[src/core/code_word_cfg.svh]
/*
 * constants of the code word assembler: field positions, widths, reset values, timing counts.
 * assumes a 50 MHz clock and inclusion by bare name.
 */
`ifndef CODE_WORD_CFG_SVH
`define CODE_WORD_CFG_SVH
`define CLK_HZ            50000000
`define SEED_DLY_0_8_MS   800
`define SEED_DLY_1_6_MS   1600
`define SEED_DLY_3_2_MS   3200
`define QUEUE_WIN_MS      2000
`define MS_CYC            (`CLK_HZ / 1000)
`define SEED_TRIP_CNT     20'h0007f
`define FACTORY_STOP_CNT  20'h00080
`define BODY_BITS         7'h41
`define FUNC_SEED         4'hf
`define SYNC_RST          20'h00000
`define OVR_RST           2'h3
`endif

[src/core/code_word_pkg.sv]
/*
 * types shared by the code word assembler.
 * assumes nothing of its surroundings.
 */
package code_word_pkg;
    typedef enum logic [1:0] {
        ST_IDLE  = 2'b00,
        ST_SHIFT = 2'b01,
        ST_GAP   = 2'b10
    } tx_state_t;
endpackage : code_word_pkg

[src/core/hopping_code_word_assembler.sv]
/*
 * assembles and serialises hopping and seed code words of a dual-configuration encoder.
 * assumes buttons, select pin and battery comparator arrive asynchronously; cipher outside;
 * configuration registers reached over avalon-mm with waitrequest.
 */
// The implementer's own choices: the address map and the Avalon-MM slave port.
// How it works
// select pin picks configuration one or two
// two configurations, separate serial, key, counter, seed
// hop 32, fixed 32, status bits 3-5
// hop result latched at press, held
// one counter width choice for both
// 16-bit: 10-bit disc, two overflow flags
// 20-bit: 8-bit disc, function fills rest
// fixed holds 28 serial plus function code
// pressed buttons OR into function code
// function bits map inputs 3,0,1,2
// status: battery, crc, queue when enabled
// threshold option chooses detector trip level
// battery flag sent in every word
// hold option keeps battery flag until recovery
// first gap may stretch once, 4 ms
// seed word: 60 fixed bits, function ones
// seed trigger field matches pressed buttons
// seed limit blocks above 127 forever
// seed delay sends hopping words first
// factory mode: min hopping then seed words
// counter advances only on hopping words; the code also steps it on seed words in delay or factory mode
// two crc bits over 65 bits
// saturating queue counter, presses within 2s
// hop, fixed, status, each lsb first
`timescale 1ns/1ps
`include "code_word_cfg.svh"
module hopping_code_word_assembler (
    input  wire logic        clk,
    input  wire logic        rst,
    input  wire logic        clk_en,
    input  wire logic [3:0]  buttons,
    input  wire logic        encoder_select,
    input  wire logic        low_batt_trip,
    input  wire logic        low_batt_recover,
    input  wire logic [31:0] cipher_result,
    input  wire logic [3:0]  avs_address,
    input  wire logic        avs_read,
    input  wire logic        avs_write,
    input  wire logic [31:0] avs_writedata,
    output logic [31:0]      avs_readdata,
    output logic             avs_waitrequest,
    output logic [31:0]      cipher_plain,
    output logic             cipher_cfg,
    output logic             cipher_start,
    output logic             serial_data,
    output logic             word_active,
    output logic             threshold_sel,
    output logic             gap_stretch
);
    // ****************************************
    // input synchronisers
    // ****************************************
    logic [6:0] s1_q, s2_q;
    always_ff @(posedge clk or posedge rst) begin
        if (rst) begin
            s1_q <= 7'h00;
            s2_q <= 7'h00;
        end else if (clk_en) begin
            s1_q <= {low_batt_recover, low_batt_trip, encoder_select, buttons};
            s2_q <= s1_q;
        end
    end
    wire [3:0] btn      = s2_q[3:0];
    wire       cfg_sel  = s2_q[4];
    wire       bat_low  = s2_q[5];
    wire       bat_ok   = s2_q[6];

    // ****************************************
    // configuration registers, two banks
    // ****************************************
    // word 0 shared options, 1..6 bank one, 9..14 bank two; offset b = bank*8
    logic [7:0]  shared_q;
    logic [31:0] serial_q [2];
    logic [9:0]  disc_q [2];
    logic [31:0] seed_lo_q [2];
    logic [27:0] seed_hi_q [2];
    logic [15:0] bopt_q [2];
    logic [19:0] sync_q [2];
    logic [1:0]  ovr_q [2];
    logic        seed_off_q [2];
    wire cnt20     = shared_q[0];
    wire hold_opt  = shared_q[1];
    assign threshold_sel = shared_q[2];
    // bank option bits: 0 full serial, 1 queue, 2 limit, 3 factory, 5:4 delay, 11:8 trigger
    wire [15:0] bo = bopt_q[cfg_sel];
    wire [3:0]  trig = bo[11:8];

    wire bus_req = avs_read | avs_write;
    // a write lands only at the edge where waitrequest is low, as the master sees it
    wire wr_hit  = avs_write & ~avs_waitrequest;
    wire bk      = avs_address[3];
    wire [2:0] ra = avs_address[2:0];
    logic [31:0] rd_mux;
    always_comb begin
        rd_mux = 32'h00000000;
        if (avs_address == 4'h0) rd_mux = {24'h000000, shared_q};
        else if (ra == 3'h1) rd_mux = serial_q[bk];
        else if (ra == 3'h2) rd_mux = {22'h000000, disc_q[bk]};
        else if (ra == 3'h3) rd_mux = seed_lo_q[bk];
        else if (ra == 3'h4) rd_mux = {4'h0, seed_hi_q[bk]};
        else if (ra == 3'h5) rd_mux = {16'h0000, bopt_q[bk]};
        else if (ra == 3'h6) rd_mux = {9'h000, seed_off_q[bk], ovr_q[bk], sync_q[bk]};
    end
    // one wait state: request taken on the second edge
    always_ff @(posedge clk or posedge rst) begin
        if (rst) begin
            avs_waitrequest <= 1'b1;
            avs_readdata    <= 32'h00000000;
        end else if (clk_en) begin
            avs_waitrequest <= ~(bus_req & avs_waitrequest);
            if (avs_read & avs_waitrequest) avs_readdata <= rd_mux;
        end
    end
    always_ff @(posedge clk or posedge rst) begin
        if (rst) begin
            shared_q <= 8'h00;
        end else if (clk_en && wr_hit && avs_address == 4'h0) begin
            shared_q <= avs_writedata[7:0];
        end
    end

    // ****************************************
    // press detection and function code
    // ****************************************
    // or of pressed buttons in the bit order 3,0,1,2
    wire [3:0] func  = {btn[2], btn[1], btn[0], btn[3]};
    logic       pressed_q;
    wire        press  = (|btn) & ~pressed_q;
    wire        rel    = ~(|btn);
    localparam logic [31:0] QWIN = 32'(`QUEUE_WIN_MS) * 32'(`MS_CYC);
    logic [31:0] since_q, held_q;
    logic [1:0]  queue_q;
    always_ff @(posedge clk or posedge rst) begin
        if (rst) begin
            pressed_q <= 1'b0;
            since_q   <= 32'hffffffff;
            held_q    <= 32'h00000000;
            queue_q   <= 2'h0;
        end else if (clk_en) begin
            pressed_q <= |btn;
            if (press) since_q <= 32'h00000000;
            else if (since_q != 32'hffffffff) since_q <= since_q + 32'h1;
            held_q <= press ? 32'h00000000 : held_q + {31'h0, held_q != 32'hffffffff};
            // saturating count of quick repeats
            if (press) queue_q <= (since_q < QWIN) ? queue_q + {1'b0, queue_q != 2'h3} : 2'h0;
        end
    end

    // ****************************************
    // seed decision
    // ****************************************
    localparam logic [31:0] D1 = 32'(`SEED_DLY_0_8_MS) * 32'(`MS_CYC);
    localparam logic [31:0] D2 = 32'(`SEED_DLY_1_6_MS) * 32'(`MS_CYC);
    localparam logic [31:0] D3 = 32'(`SEED_DLY_3_2_MS) * 32'(`MS_CYC);
    wire [19:0] cnt     = sync_q[cfg_sel];
    wire        bank_off = seed_off_q[cfg_sel];
    wire [31:0] dly = (bo[5:4] == 2'h1) ? D1 : (bo[5:4] == 2'h2) ? D2 :
                      (bo[5:4] == 2'h3) ? D3 : 32'h00000000;
    // zero field never matches
    wire trig_hit = (trig != 4'h0) && (btn == trig);
    // limit latched in seed_off once the counter passes 127
    // a counter loaded past the limit blocks at once, before any step sets the latch
    wire seed_ok  = trig_hit && !((bo[2] | bo[3]) && (bank_off || cnt > `SEED_TRIP_CNT));
    logic [3:0] words_q;
    wire [3:0]  min_words = 4'h1;
    // hopping words first, then seed words
    wire want_seed = seed_ok && (bo[3] ? (words_q >= min_words) : (held_q >= dly));

    // ****************************************
    // transmit sequencing
    // ****************************************
    code_word_pkg::tx_state_t st_q;
    logic [68:0] sh_q;
    logic [6:0]  bit_q, len_q;
    logic [1:0]  crc_q;
    logic        lowflag_q, stretched_q, seed_word_q, flag_prev_q;
    logic [31:0] hop_q;
    // hold keeps flag until the supply recovers
    wire low_now = hold_opt ? (lowflag_q ? ~bat_ok : bat_low) : bat_low;
    // plaintext layout by counter width
    assign cipher_cfg = cfg_sel;
    wire [31:0] plain = cnt20 ? {func, disc_q[cfg_sel][7:0], cnt}
                              : {func, ovr_q[cfg_sel], disc_q[cfg_sel], cnt[15:0]};
    // fixed portion
    wire [31:0] fixed = bo[0] ? serial_q[cfg_sel] : {func, serial_q[cfg_sel][27:0]};
    // seed body: 60 stored bits and function all ones
    wire [63:0] seed_body = {`FUNC_SEED, seed_hi_q[cfg_sel], seed_lo_q[cfg_sel]};
    // hop first, lsb first
    wire [63:0] body = want_seed ? seed_body : {fixed, hop_q};
    wire        last_body = (bit_q == `BODY_BITS - 7'h1);
    wire        in_crc    = (bit_q < `BODY_BITS);
    wire        crc_in    = sh_q[0];
    wire        c1n = crc_q[0] ^ crc_in;
    wire        c0n = c1n ^ crc_q[1];
    // wait for the cipher answer so the first word already carries the new hop
    wire        start = (st_q == code_word_pkg::ST_IDLE) && (|btn) && !press && !cipher_start;
    wire        advance = start && !want_seed;

    always_ff @(posedge clk or posedge rst) begin
        if (rst) begin
            st_q         <= code_word_pkg::ST_IDLE;
            sh_q         <= 69'h0;
            bit_q        <= 7'h00;
            len_q        <= 7'h00;
            crc_q        <= 2'h0;
            lowflag_q    <= 1'b0;
            flag_prev_q  <= 1'b0;
            stretched_q  <= 1'b0;
            seed_word_q  <= 1'b0;
            hop_q        <= 32'h00000000;
            words_q      <= 4'h0;
            cipher_start <= 1'b0;
            cipher_plain <= 32'h00000000;
            serial_data  <= 1'b0;
            word_active  <= 1'b0;
            gap_stretch  <= 1'b0;
        end else if (clk_en) begin
            lowflag_q    <= low_now;
            cipher_start <= press;
            if (press) cipher_plain <= plain;
            if (cipher_start) hop_q <= cipher_result; // held until next press
            if (rel) words_q <= 4'h0;
            gap_stretch <= 1'b0;
            unique case (st_q)
                code_word_pkg::ST_IDLE: begin
                    if (start) begin
                        // battery bit sits right after the body
                        sh_q  <= {queue_q, 2'h0, low_now, body};
                        len_q <= bo[1] ? 7'h45 : 7'h43;
                        bit_q <= 7'h00;
                        crc_q <= 2'h0;
                        seed_word_q <= want_seed;
                        st_q  <= code_word_pkg::ST_SHIFT;
                        // one stretch when the held flag changes
                        gap_stretch <= hold_opt && (low_now != flag_prev_q) && !stretched_q;
                        if (hold_opt && low_now != flag_prev_q) stretched_q <= 1'b1;
                        flag_prev_q <= low_now;
                    end
                end
                code_word_pkg::ST_SHIFT: begin
                    serial_data <= sh_q[0];
                    word_active <= 1'b1;  // rises with bit 0 so the frame spans only the word
                    sh_q  <= {1'b0, sh_q[68:1]};
                    if (in_crc) crc_q <= {c1n, c0n};
                    if (last_body) sh_q[1:0] <= {c1n, c0n};   // crc follows 65 bits
                    bit_q <= bit_q + 7'h1;
                    if (bit_q == len_q - 7'h1) st_q <= code_word_pkg::ST_GAP;
                end
                code_word_pkg::ST_GAP: begin
                    serial_data <= 1'b0;
                    word_active <= 1'b0;
                    if (words_q != 4'hf) words_q <= words_q + 4'h1;
                    st_q <= code_word_pkg::ST_IDLE;
                end
            endcase
        end
    end

    // ****************************************
    // bank registers and counter update
    // ****************************************
    // counter moves on hopping words; seed words move it under delay or factory mode
    wire cnt_step = start && (!want_seed || bo[3] || bo[5:4] != 2'h0);
    for (genvar b = 0; b < 2; b++) begin : g_bank
        wire sel_b = (cfg_sel == 1'(b));
        wire wr_b  = wr_hit && (bk == 1'(b));
        wire [20:0] nxt = {1'b0, sync_q[b]} + 21'h1;
        wire wrap  = cnt20 ? nxt[20] : nxt[16];
        always_ff @(posedge clk or posedge rst) begin
            if (rst) begin
                serial_q[b]   <= 32'h00000000;
                disc_q[b]     <= 10'h000;
                seed_lo_q[b]  <= 32'h00000000;
                seed_hi_q[b]  <= 28'h0000000;
                bopt_q[b]     <= 16'h0000;
                sync_q[b]     <= `SYNC_RST;
                ovr_q[b]      <= `OVR_RST;
                seed_off_q[b] <= 1'b0;
            end else if (clk_en) begin
                if (wr_b && ra == 3'h1) serial_q[b]  <= avs_writedata;
                if (wr_b && ra == 3'h2) disc_q[b]    <= avs_writedata[9:0];
                if (wr_b && ra == 3'h3) seed_lo_q[b] <= avs_writedata;
                if (wr_b && ra == 3'h4) seed_hi_q[b] <= avs_writedata[27:0];
                if (wr_b && ra == 3'h5) bopt_q[b]    <= avs_writedata[15:0];
                if (wr_b && ra == 3'h6) begin
                    sync_q[b]     <= avs_writedata[19:0];
                    ovr_q[b]      <= avs_writedata[21:20];
                    seed_off_q[b] <= avs_writedata[22];
                end else if (sel_b && cnt_step) begin
                    sync_q[b] <= cnt20 ? nxt[19:0] : {4'h0, nxt[15:0]};
                    // first wrap clears the first flag, second the second
                    if (!cnt20 && wrap) ovr_q[b] <= ovr_q[b][0] ? {ovr_q[b][1], 1'b0} : 2'h0;
                    // sticky block survives counter wrap
                    if (nxt[19:0] > `SEED_TRIP_CNT) seed_off_q[b] <= 1'b1;
                end
            end
        end
    end

    // ****************************************
    // checks
    // ****************************************
    crc_order_a: assert property (@(posedge clk) disable iff (rst)
        (clk_en && st_q == code_word_pkg::ST_SHIFT && bit_q == 7'h00) |-> crc_q == 2'h0)
        else $error("crc not cleared at word start");
    seed_block_a: assert property (@(posedge clk) disable iff (rst)
        (bo[2] && bank_off && !bo[3]) |-> !want_seed)
        else $error("seed allowed past limit");
    trig_zero_a: assert property (@(posedge clk) disable iff (rst)
        (trig == 4'h0) |-> !want_seed)
        else $error("seed with empty trigger");
    hop_hold_a: assert property (@(posedge clk) disable iff (rst)
        (clk_en && !cipher_start) |=> $stable(hop_q))
        else $error("hop changed without press");
    word_len_a: assert property (@(posedge clk) disable iff (rst)
        (st_q == code_word_pkg::ST_SHIFT) |-> (len_q == 7'h43 || len_q == 7'h45))
        else $error("bad word length");
    cnt_seed_a: assert property (@(posedge clk) disable iff (rst)
        (clk_en && start && want_seed && !bo[3] && bo[5:4] == 2'h0 && !wr_hit)
        |=> $stable(sync_q[cfg_sel]))
        else $error("counter moved on seed word");
    queue_sat_a: assert property (@(posedge clk) disable iff (rst)
        (clk_en && queue_q == 2'h3 && press && since_q < QWIN) |=> queue_q == 2'h3)
        else $error("queue counter wrapped");
    func_map_a: assert property (@(posedge clk) disable iff (rst)
        btn == 4'h8 |-> func == 4'h1)
        else $error("button three not mapped to bit zero");
    // limits and word layout: these catch a loaded counter and a misplaced field
    seed_cnt_a: assert property (@(posedge clk) disable iff (rst)
        (bo[2] && cnt > `SEED_TRIP_CNT) |-> !want_seed)
        else $error("seed allowed with counter past limit");
    factory_stop_a: assert property (@(posedge clk) disable iff (rst)
        (bo[3] && cnt >= `FACTORY_STOP_CNT) |-> !want_seed)
        else $error("factory seed past stop count");
    word_gap_a: assert property (@(posedge clk) disable iff (rst)
        (clk_en && st_q == code_word_pkg::ST_GAP) |=> !word_active)
        else $error("frame not closed after word");
    stretch_once_a: assert property (@(posedge clk) disable iff (rst)
        (clk_en && gap_stretch) |-> stretched_q)
        else $error("stretch without latch");
    fixed_func_a: assert property (@(posedge clk) disable iff (rst)
        (!bo[0]) |-> fixed[31:28] == func)
        else $error("fixed part lacks function copy");
    seed_func_a: assert property (@(posedge clk) disable iff (rst)
        want_seed |-> body[63:60] == `FUNC_SEED)
        else $error("seed word function not all ones");
    cnt_hop_a: assert property (@(posedge clk) disable iff (rst)
        advance |-> cnt_step)
        else $error("hopping word without counter step");
    disc_short_a: assert property (@(posedge clk) disable iff (rst)
        cnt20 |-> plain[27:20] == disc_q[cfg_sel][7:0])
        else $error("short discrimination misplaced");
    queue_clr_a: assert property (@(posedge clk) disable iff (rst)
        (clk_en && press && since_q >= QWIN) |=> queue_q == 2'h0)
        else $error("queue not cleared after slow press");
    crc_load_a: assert property (@(posedge clk) disable iff (rst)
        (clk_en && st_q == code_word_pkg::ST_SHIFT && last_body) |=> sh_q[1:0] == crc_q)
        else $error("crc not placed after body");
    batt_bit_a: assert property (@(posedge clk) disable iff (rst)
        (clk_en && start) |=> sh_q[64] == lowflag_q)
        else $error("battery bit not loaded");
    word_size_a: assert property (@(posedge clk) disable iff (rst)
        (clk_en && start) |=> len_q == (bo[1] ? 7'h45 : 7'h43))
        else $error("length ignores queue option");
endmodule : hopping_code_word_assembler

[config.mk]
export PLATFORM = sky130hd
export DESIGN_NAME = hopping_code_word_assembler
export DESIGN_NICKNAME = d
export VERILOG_FILES = /design/src/core/code_word_pkg.sv /design/src/core/hopping_code_word_assembler.sv
export VERILOG_INCLUDE_DIRS = /design/src /design/src/core
export SDC_FILE = /design/constraint.sdc
export NUM_CORES = 1
export LEC_CHECK = 0
export BUFFER_PORTS_ARGS = -buffer_cell sky130_fd_sc_hd__buf_2
export CAP_MARGIN = 40
export CORE_ASPECT_RATIO = 1.2
export CORE_MARGIN = 2
export CORE_UTILIZATION = 60
export DETAILED_ROUTE_END_ITERATION = 12
export PLACE_DENSITY = 0.78
export RECOVER_POWER = 100
export SYNTH_ARGS = -nofsm -noshare
export SYNTH_HDL_FRONTEND = slang
export SYNTH_SLANG_ARGS = --single-unit
[constraint.sdc]
create_clock -name clk -period 43.6 [get_ports clk]
set_input_delay 6.54 -clock clk [delete_from_list [all_inputs] [get_ports clk]]
set_output_delay 6.54 -clock clk [all_outputs]
set_load 0.03 [all_outputs]
After elaboration in Yosys (flattened, before gate mapping)

Cells that the tools add are included.

Add/sub/neg operators: 8
Magnitude comparators: 9
Equal/unequal tests: 24
Mux-type cells: 109
Bitwise gates (word level): 16
Reduce and logical (&&, ||, !) cells: 81

Operator list:

| operator                                                        | count |
|---|---|
| two-way mux 32 bit                                              | 20 |
| two-way mux 28 bit                                              | 11 |
| two-way mux 20 bit                                              | 12 |
| case mux 69 bit (2 select lines)                                | 1 |
| two-way mux 69 bit                                              | 1 |
| two-way mux 64 bit                                              | 1 |
| != test 32 bit (second input constant)                          | 2 |
| greater-than comparator 20 x 7 -> 1 bit (second input constant) | 3 |
| two-way mux 10 bit                                              | 6 |
| two-way mux 16 bit                                              | 3 |
| two-way mux 23 bit                                              | 2 |
| adder 20 x 1 -> 21 bit (second input constant)                  | 2 |
| two-way mux 2 bit                                               | 20 |
| two-way mux 12 bit                                              | 3 |
| AND reduction 2 bit                                             | 17 |
| adder 32 x 1 -> 32 bit                                          | 1 |
| adder 32 x 1 -> 32 bit (second input constant)                  | 1 |
| greater-or-equal comparator 32 x 28 -> 1 bit                    | 1 |
| < comparator 32 x 27 -> 1 bit (second input constant)           | 1 |
| logical AND 1 bit                                               | 30 |
| AND reduction 3 bit                                             | 7 |
| nonzero test 2 bit                                              | 10 |
| two-way mux 1 bit                                               | 19 |
| AND reduction 4 bit                                             | 4 |
| other kinds (37)                                                | 69 |

Bits in registers: 566
Input bits: 80
Output and inout bits: 71

Longest topological paths before layout

Gate-level depths: netlist of the first run.

Depth in word-level cells: 18
Mapped depth: 20
Mapped depth without buffers: 15

Worst setup path before layout of the first run

OpenSTA, ideal clock, no wires.

Kind: input to register
From: input avs_address[2]
To: register bopt_q[0] (netlist name)
Setup time: 125 ps
Data arrival time: 8395 ps
Data required time: 43475 ps
Slack: 35080 ps
Stages: 7
Path buffers: 3
Cell sequence: clkbuf_1 -> nand2_1 -> or2_2 -> clkbuf_1 -> nor2_1 -> clkbuf_1 -> mux2_2

Cells in the longest elaborated chain, start to end: 3

RTL lines:

| item                                 | RTL line                           | text |
|---|---|---|
| start, declared                      | hopping_code_word_assembler.sv:43  | `input wire logic [3:0] avs_address,` |
| equality test 3 bit                  | hopping_code_word_assembler.sv:291 | `if (wr_b && ra == 3'h5) bopt_q[b] <= avs_writedata[15:0];` |
| logical AND 1 bit                    | hopping_code_word_assembler.sv:291 |  |
| AND reduction 2 bit (no source line) | -                                  |  |
| end signal, assigned by index        | hopping_code_word_assembler.sv:291 |  |
| end, declared                        | hopping_code_word_assembler.sv:84  | `logic [15:0] bopt_q [2];` |

No other way between the ends.
A chain may end at the register's enable or synchronous reset.

==> results.sh, run 1 <==
export IMPL_wl_met3_um=5900
export IMPL_setup_violations=0
export IMPL_numCtsBuffers=56
export IMPL_ff2ff_path_depth=13
export IMPL_cts_clk_slew_worst_paths_ps=60
export IMPL_antenna_found_initial=1
export IMPL_clockBufferDepth=3
export IMPL_grt_pass1_vias=22924
export IMPL_worst_hold_slack_ps=440
export IMPL_worst_path_stages=3
export IMPL_drt_wirelength_per_cell_um=23.0
export IMPL_ys_top_cells_by_count="dfrtp_1, mux2_2, nand2_1"
export IMPL_cts_tree="done"
export IMPL_grt_start_max_net_pins=178
export IMPL_nets=2990
export IMPL_rsz0062_at_grt="false"
export IMPL_setup_tns_ps=0
export IMPL_ys_async_sr_fraction_pct=100
export IMPL_root_buffer="clkbuf_16"
export IMPL_synth_edf_count=0
export IMPL_highest_layer="met5"
export IMPL_fin_worst_skew_ps=19.7
export IMPL_synth_cell_area_mm2=0.0293
export IMPL_internal_power_mw=1.09
export IMPL_ys_flop_type="dfrtp_1"
export IMPL_worst_setup_path_end_kind="async pin"
export IMPL_drive_gt1_share_pct=19.1
export IMPL_ir_worst_vdd_mv=0.0349
export IMPL_hold_viol_final=0
export IMPL_ioPinCount=151
export IMPL_stdcell_area_mm2=0.0322
export IMPL_viasPerCell=6.46
export IMPL_coreArea_mm2=0.0482
export IMPL_grt_usage_pct=32.6
export IMPL_wl_met2_um=38500
export IMPL_slew_headroom_pct=-503
export IMPL_seq_area_frac_synth_pct=48.1
export IMPL_critPathKind="input port to async pin"
export IMPL_cp_cell_sequence="buf_2 > clkinvlp_2 > clkbuf_1"
export IMPL_cpPeakStageDelay_ps=6440
export IMPL_layoutNonFillerInstCount=3545
export IMPL_io_buffers=150
export IMPL_ant_nets=0
export IMPL_power_frac_comb_pct=24.4
export IMPL_wl_um=81600
export IMPL_cts_repair_resized=0
export IMPL_syn_avg_cell_area_um2=10.4
export IMPL_drtIter0Drc=1946
export IMPL_start_util_pct=60.8
export IMPL_grt_pass1_wl_um=129000
export IMPL_crit_arrival_ps=15700
export IMPL_crit_path_top_delay_cell="clkbuf_1"
export IMPL_dieHeight_um=246
export IMPL_synth_nets=2946
export IMPL_outcome="finished with violations"
export IMPL_swShare_pct=33.6
export IMPL_min_path_type="flop to flop"
export IMPL_yosysTopAreaCellShare_pct=44.8
export IMPL_holdPathStages=1
export IMPL_die_x_um=206
export IMPL_num_fill_cells=3769
export IMPL_power_frac_clock_pct=30.8
export IMPL_synth_largest_area_cell="dfrtp_1"
export IMPL_postSynthCellCount=2829
export IMPL_seqPwrFrac_pct=44.8
export IMPL_num_rows=88
export IMPL_fmax_ghz=0.0580
export IMPL_slew_violations=1072
export IMPL_clk_latency_ps=630
export IMPL_crit_required_ps=42050
export IMPL_tightest_slew_ps=9040
export IMPL_power_switching_mw=0.552
export IMPL_synthToLayoutAreaGrowth_pct=9.66
export IMPL_cellPowerDensity_mw_per_mm2=51.2
export IMPL_finalCritPeriodShare_pct=39.6
export IMPL_overflow=0
export IMPL_place_area_mm2=0.0306
export IMPL_antennaDiodeCount=0
export IMPL_critical_path_buf_inv_count=3
export IMPL_die_area_mm2=0.0507
export IMPL_violations="max-capacitance violations, max-slew violations"
export IMPL_wl_met1_um=33300
export IMPL_dpl_cell_count=3445
export IMPL_ys_warn_count=0
export IMPL_cp_top_family="buffers and inverters"
export IMPL_ys_ff_latch=562
export IMPL_synth_most_common_cell="dfrtp_1"
export IMPL_worstSetupStartpointType="input port"
export IMPL_cts_htree_levels=2
export IMPL_drv_cap=19
export IMPL_p_leak_nw=14.5
export IMPL_yosysUniqueCellTypes=80
export IMPL_place_gp_congestion=0.915
export IMPL_cts_sinks=562
export IMPL_min_period_ps=17250
export IMPL_vias=22918
export IMPL_dp_hpwl_um=54200
export IMPL_cts_setup_buffers=0
export IMPL_synth_area_leaders="dfrtp_1, mux2_2, mux2i_1"
export IMPL_crit_fanout=177
export IMPL_hold_buffers=0
export IMPL_dr_pass1_iters=6
export IMPL_drc=0
[routing by layer]
metal	global-route usage, %	vias up
li1	-	10245
met1	43.5	11507
met2	52.3	924
met3	5.52	240
met4	14.7	2
met5	0	-
[cells in the final DEF (no fill, tap or decap), drive strengths merged, types with 8 or more instances in the layout]
cell type / instances
o22ai: 69
a21oi: 112
a211o: 28
a31oi: 12
mux2i: 237
xnor2: 38
xor2: 40
a21o: 8
and2: 14
o22a: 21
nand3b: 19
inv: 46
or2: 9
ha: 37
clkbuf: 174
a211oi: 23
buf: 99
nor4: 21
clkinv: 11
and4: 12
mux2: 307
nand3: 143
nor2: 214
dfstp: 37
nor3: 35
or3: 26
o21ai: 176
nor3b: 10
nand2: 255
dfrtp: 525
and3: 32
nand4: 30
[worst paths after layout]
path / startpoint / to / slack, ps
hold / removal: stretched_q$_DFFE_PP0P_ / gap_stretch$_DFFE_PP0P_ / 440
hold reg to reg: stretched_q$_DFFE_PP0P_ / gap_stretch$_DFFE_PP0P_ / 440
setup / recovery: rst / hop_q[22]$_DFFE_PP0P_ / 26350
max in group clk: clk_en / sh_q[50]$_DFFE_PP0P_ / 31340
min in group asynchronous: rst / cipher_plain[6]$_DFFE_PP0P_ / 7170
setup reg to reg: s2_q[4]$_DFFE_PP0P_ / sync_q[29]$_DFFE_PP0P_ / 37090
[sequential cells by signal, summed over array words and instances (netlist names), 7 cells and up]
register      cells
bit_q             7
disc_q           20
avs_readdata     32
serial_q         64
held_q           32
s2_q              7
seed_lo_q        64
sh_q             69
shared_q          8
seed_hi_q        56
sync_q           40
cipher_plain     32
bopt_q           32
since_q          32
hop_q            32
s1_q              7
[stage by stage]
step           setup WS [ps]  power [mW]  utilization (%)
2_1_floorplan          21400        1.01                -
3_3_place_gp           34110        1.12             62.9
3_5_place_dp           34340        1.15             63.4
4_1_cts                34980        1.65             67.3
5_1_grt                24000        1.72             66.7
6_report               26350        1.65             66.7
[area by class of cell]
| type | instances | area [um2] | share of cell area, % |
|---|---|---|---|
| inverters | 44 | 166 | 0.518 |
| multi-input cells | 2016 | 14200 | 44.3 |
| clock inverters | 20 | 262 | 0.813 |
| flip-flops and latches | 562 | 14100 | 43.9 |
| repair buffers | 193 | 937 | 2.91 |
| clock buffers | 80 | 1650 | 5.14 |
| well taps | 630 | 788 | 2.45 |
[power by group through the flow]
stage	clock, mW	combinational [mW]	sequential [mW]
2_1_floorplan	0	0.278	0.732
3_3_place_gp	0	0.386	0.735
3_5_place_dp	0	0.405	0.740
4_1_cts	0.511	0.407	0.733
5_1_grt	0.534	0.441	0.749
6_report	0.506	0.402	0.738
[cells by family (layout without fill, tap and decap cells)]
logic type	count (synthesis)	after routing	share of synthesized area, %
AOI/OAI and AO/OA	516	516	11.0
xor gates and xnor gates	78	78	2.33
adders and majority gates	37	37	1.58
buffers and inverters	251	337	3.44
DFF	562	562	48.1
muxes	544	544	19.9
and+or+nand+nor	841	841	13.6
Power figures use the tool's default switching activity.
==> run 2, diff against run 1 <==
Clock period 43.6 ns to 17.9 ns, I/O delays scaled along.
==> run 2 against run 1 <==
Effect of this change:
- the run still ends with max-capacitance violations, max-slew violations left
- clock-buffer cell count is 1 higher
- hold slack better by 17 ps
- die area stayed put
- largest cell class unchanged
==> results.sh, run 2 (synthesized netlist as in run 1, its figures left out) <==
export IMPL_outcome="finished with violations"
export IMPL_clk_latency_ps=620
export IMPL_antenna_found_initial=0
export IMPL_setup_violations=0
export IMPL_overflow=0
export IMPL_cts_clk_slew_worst_paths_ps=60
export IMPL_vias=22915
export IMPL_nets=2992
export IMPL_cts_tree="done"
export IMPL_io_buffers=150
export IMPL_grt_pass1_wl_um=128000
export IMPL_grt_start_max_net_pins=150
export IMPL_hold_path_startpoint="stretched_q$_DFFE_PP0P_"
export IMPL_drt_wirelength_per_cell_um=22.8
export IMPL_r2r_start="s2_q[4]$_DFFE_PP0P_"
export IMPL_cts_sinks=562
export IMPL_fin_worst_skew_ps=22.8
export IMPL_ff2ff_path_depth=13
export IMPL_multi_input_comb_area_mm2=0.0142
export IMPL_synthToLayoutAreaGrowth_pct=10.1
export IMPL_coreArea_mm2=0.0482
export IMPL_ioPinCount=151
export IMPL_cts_repair_resized=0
export IMPL_top_regs="sh_q x69, seed_lo_q x64, serial_q x64"
export IMPL_largest_register_ffs=69
export IMPL_crit_start="rst"
export IMPL_dp_hpwl_um=54400
export IMPL_die_area_mm2=0.0507
export IMPL_holdPathStages=1
export IMPL_setup_tns_ps=0
export IMPL_ir_worst_vdd_mv=0.0960
export IMPL_regArea_mm2=0.0141
export IMPL_cts_htree_levels=2
export IMPL_worstSetupStartpointType="input port"
export IMPL_dieHeight_um=246
export IMPL_clockBufferDepth=3
export IMPL_regMostFlops="sh_q"
export IMPL_mostFrequentLayoutCells="dfrtp_1, mux2_2, nand2_1, mux2i_1, nor2_1"
export IMPL_num_rows=88
export IMPL_hold_buffers=0
export IMPL_fmax_ghz=0.0989
export IMPL_drc=0
export IMPL_slew_violations=878
export IMPL_min_path_type="flop to flop"
export IMPL_num_fill_cells=3757
export IMPL_finalCritPeriodShare_pct=56.5
export IMPL_crit_required_ps=16550
export IMPL_cts_setup_buffers=0
export IMPL_worst_setup_path_end_kind="async pin"
export IMPL_grt_pass1_vias=22970
export IMPL_power_mw=4.00
export IMPL_min_period_ps=10110
export IMPL_critPathKind="input port to async pin"
export IMPL_start_util_pct=60.8
export IMPL_drtIter0Drc=2062
export IMPL_violations="max-capacitance violations, max-slew violations"
export IMPL_ant_nets=0
export IMPL_hold_viol_final=0
export IMPL_die_x_um=206
export IMPL_crit_fanout=149
export IMPL_numCtsBuffers=55
export IMPL_viasPerCell=6.45
export IMPL_root_buffer="clkbuf_16"
export IMPL_rsz0062_at_grt="false"
export IMPL_slew_headroom_pct=-450
export IMPL_wl_um=81200
export IMPL_crit_arrival_ps=8770
export IMPL_drv_cap=19
export IMPL_drive_gt1_share_pct=19.2
export IMPL_place_gp_congestion=0.926
export IMPL_grt_usage_pct=32.3
export IMPL_p_leak_nw=14.6
export IMPL_cellPowerDensity_mw_per_mm2=124
export IMPL_post_route_util_pct=66.9
export IMPL_mostFrequentLayoutCell="dfrtp_1"
export IMPL_tightest_slew_ps=8250
export IMPL_dr_pass1_iters=5
[run 2: through the flow]
stage          setup WS, ps  area, um2  cells  hold WS, ps
4_1_cts               12280      32600   3551          455
3_3_place_gp          12220      30400   3434          429
5_1_grt                6070      32300   3551          501
2_1_floorplan          7590      29300   2829          414
6_report               7790      32300   3552          458
3_5_place_dp          12280      30600   3448          443
[run 2: final timing paths]
path	to	slack, ps
worst max-delay path	s2_q[6]$_DFFE_PP0P_	7790
worst min-delay path	gap_stretch$_DFFE_PP0P_	460
worst max register to register	sh_q[51]$_DFFE_PP0P_	8420
worst min register to register	gap_stretch$_DFFE_PP0P_	460
max in group clk	sh_q[51]$_DFFE_PP0P_	8420
min in group asynchronous	cipher_plain[8]$_DFFE_PP0P_	5380
[run 2: cell type report]
| class | count | share of cell area [%] |
|---|---|---|
| multi-input combinational | 2016 | 44.1 |
| sequential | 562 | 43.7 |
| clock buffer | 81 | 5.16 |
| timing repair buffer | 196 | 3.28 |
| tap | 630 | 2.44 |
| clock inverter | 22 | 0.803 |
| inverter | 44 | 0.523 |
| antenna | 1 | 0.00775 |
[run 2: per-layer routing]
metal | up-vias | track usage [%] | share of wire [%]
li1 | 10244 | - | -
met1 | 11478 | 43.4 | 41
met2 | 967 | 52.2 | 47
met3 | 226 | 5.54 | 7.8
met4 | 0 | 13.1 | 4.1
met5 | - | 0 | 0
[run 2: power by group]
group | internal (mW) | switching [mW] | total [mW]
sequential | 1.55 | 0.250 | 1.80
clock | 0.716 | 0.509 | 1.23
combinational | 0.390 | 0.590 | 0.980
[run 2: worst max-delay path: stages]
cell        delay [ps]
clkbuf_1           100
clkinvlp_4          60
clkbuf_1          5640
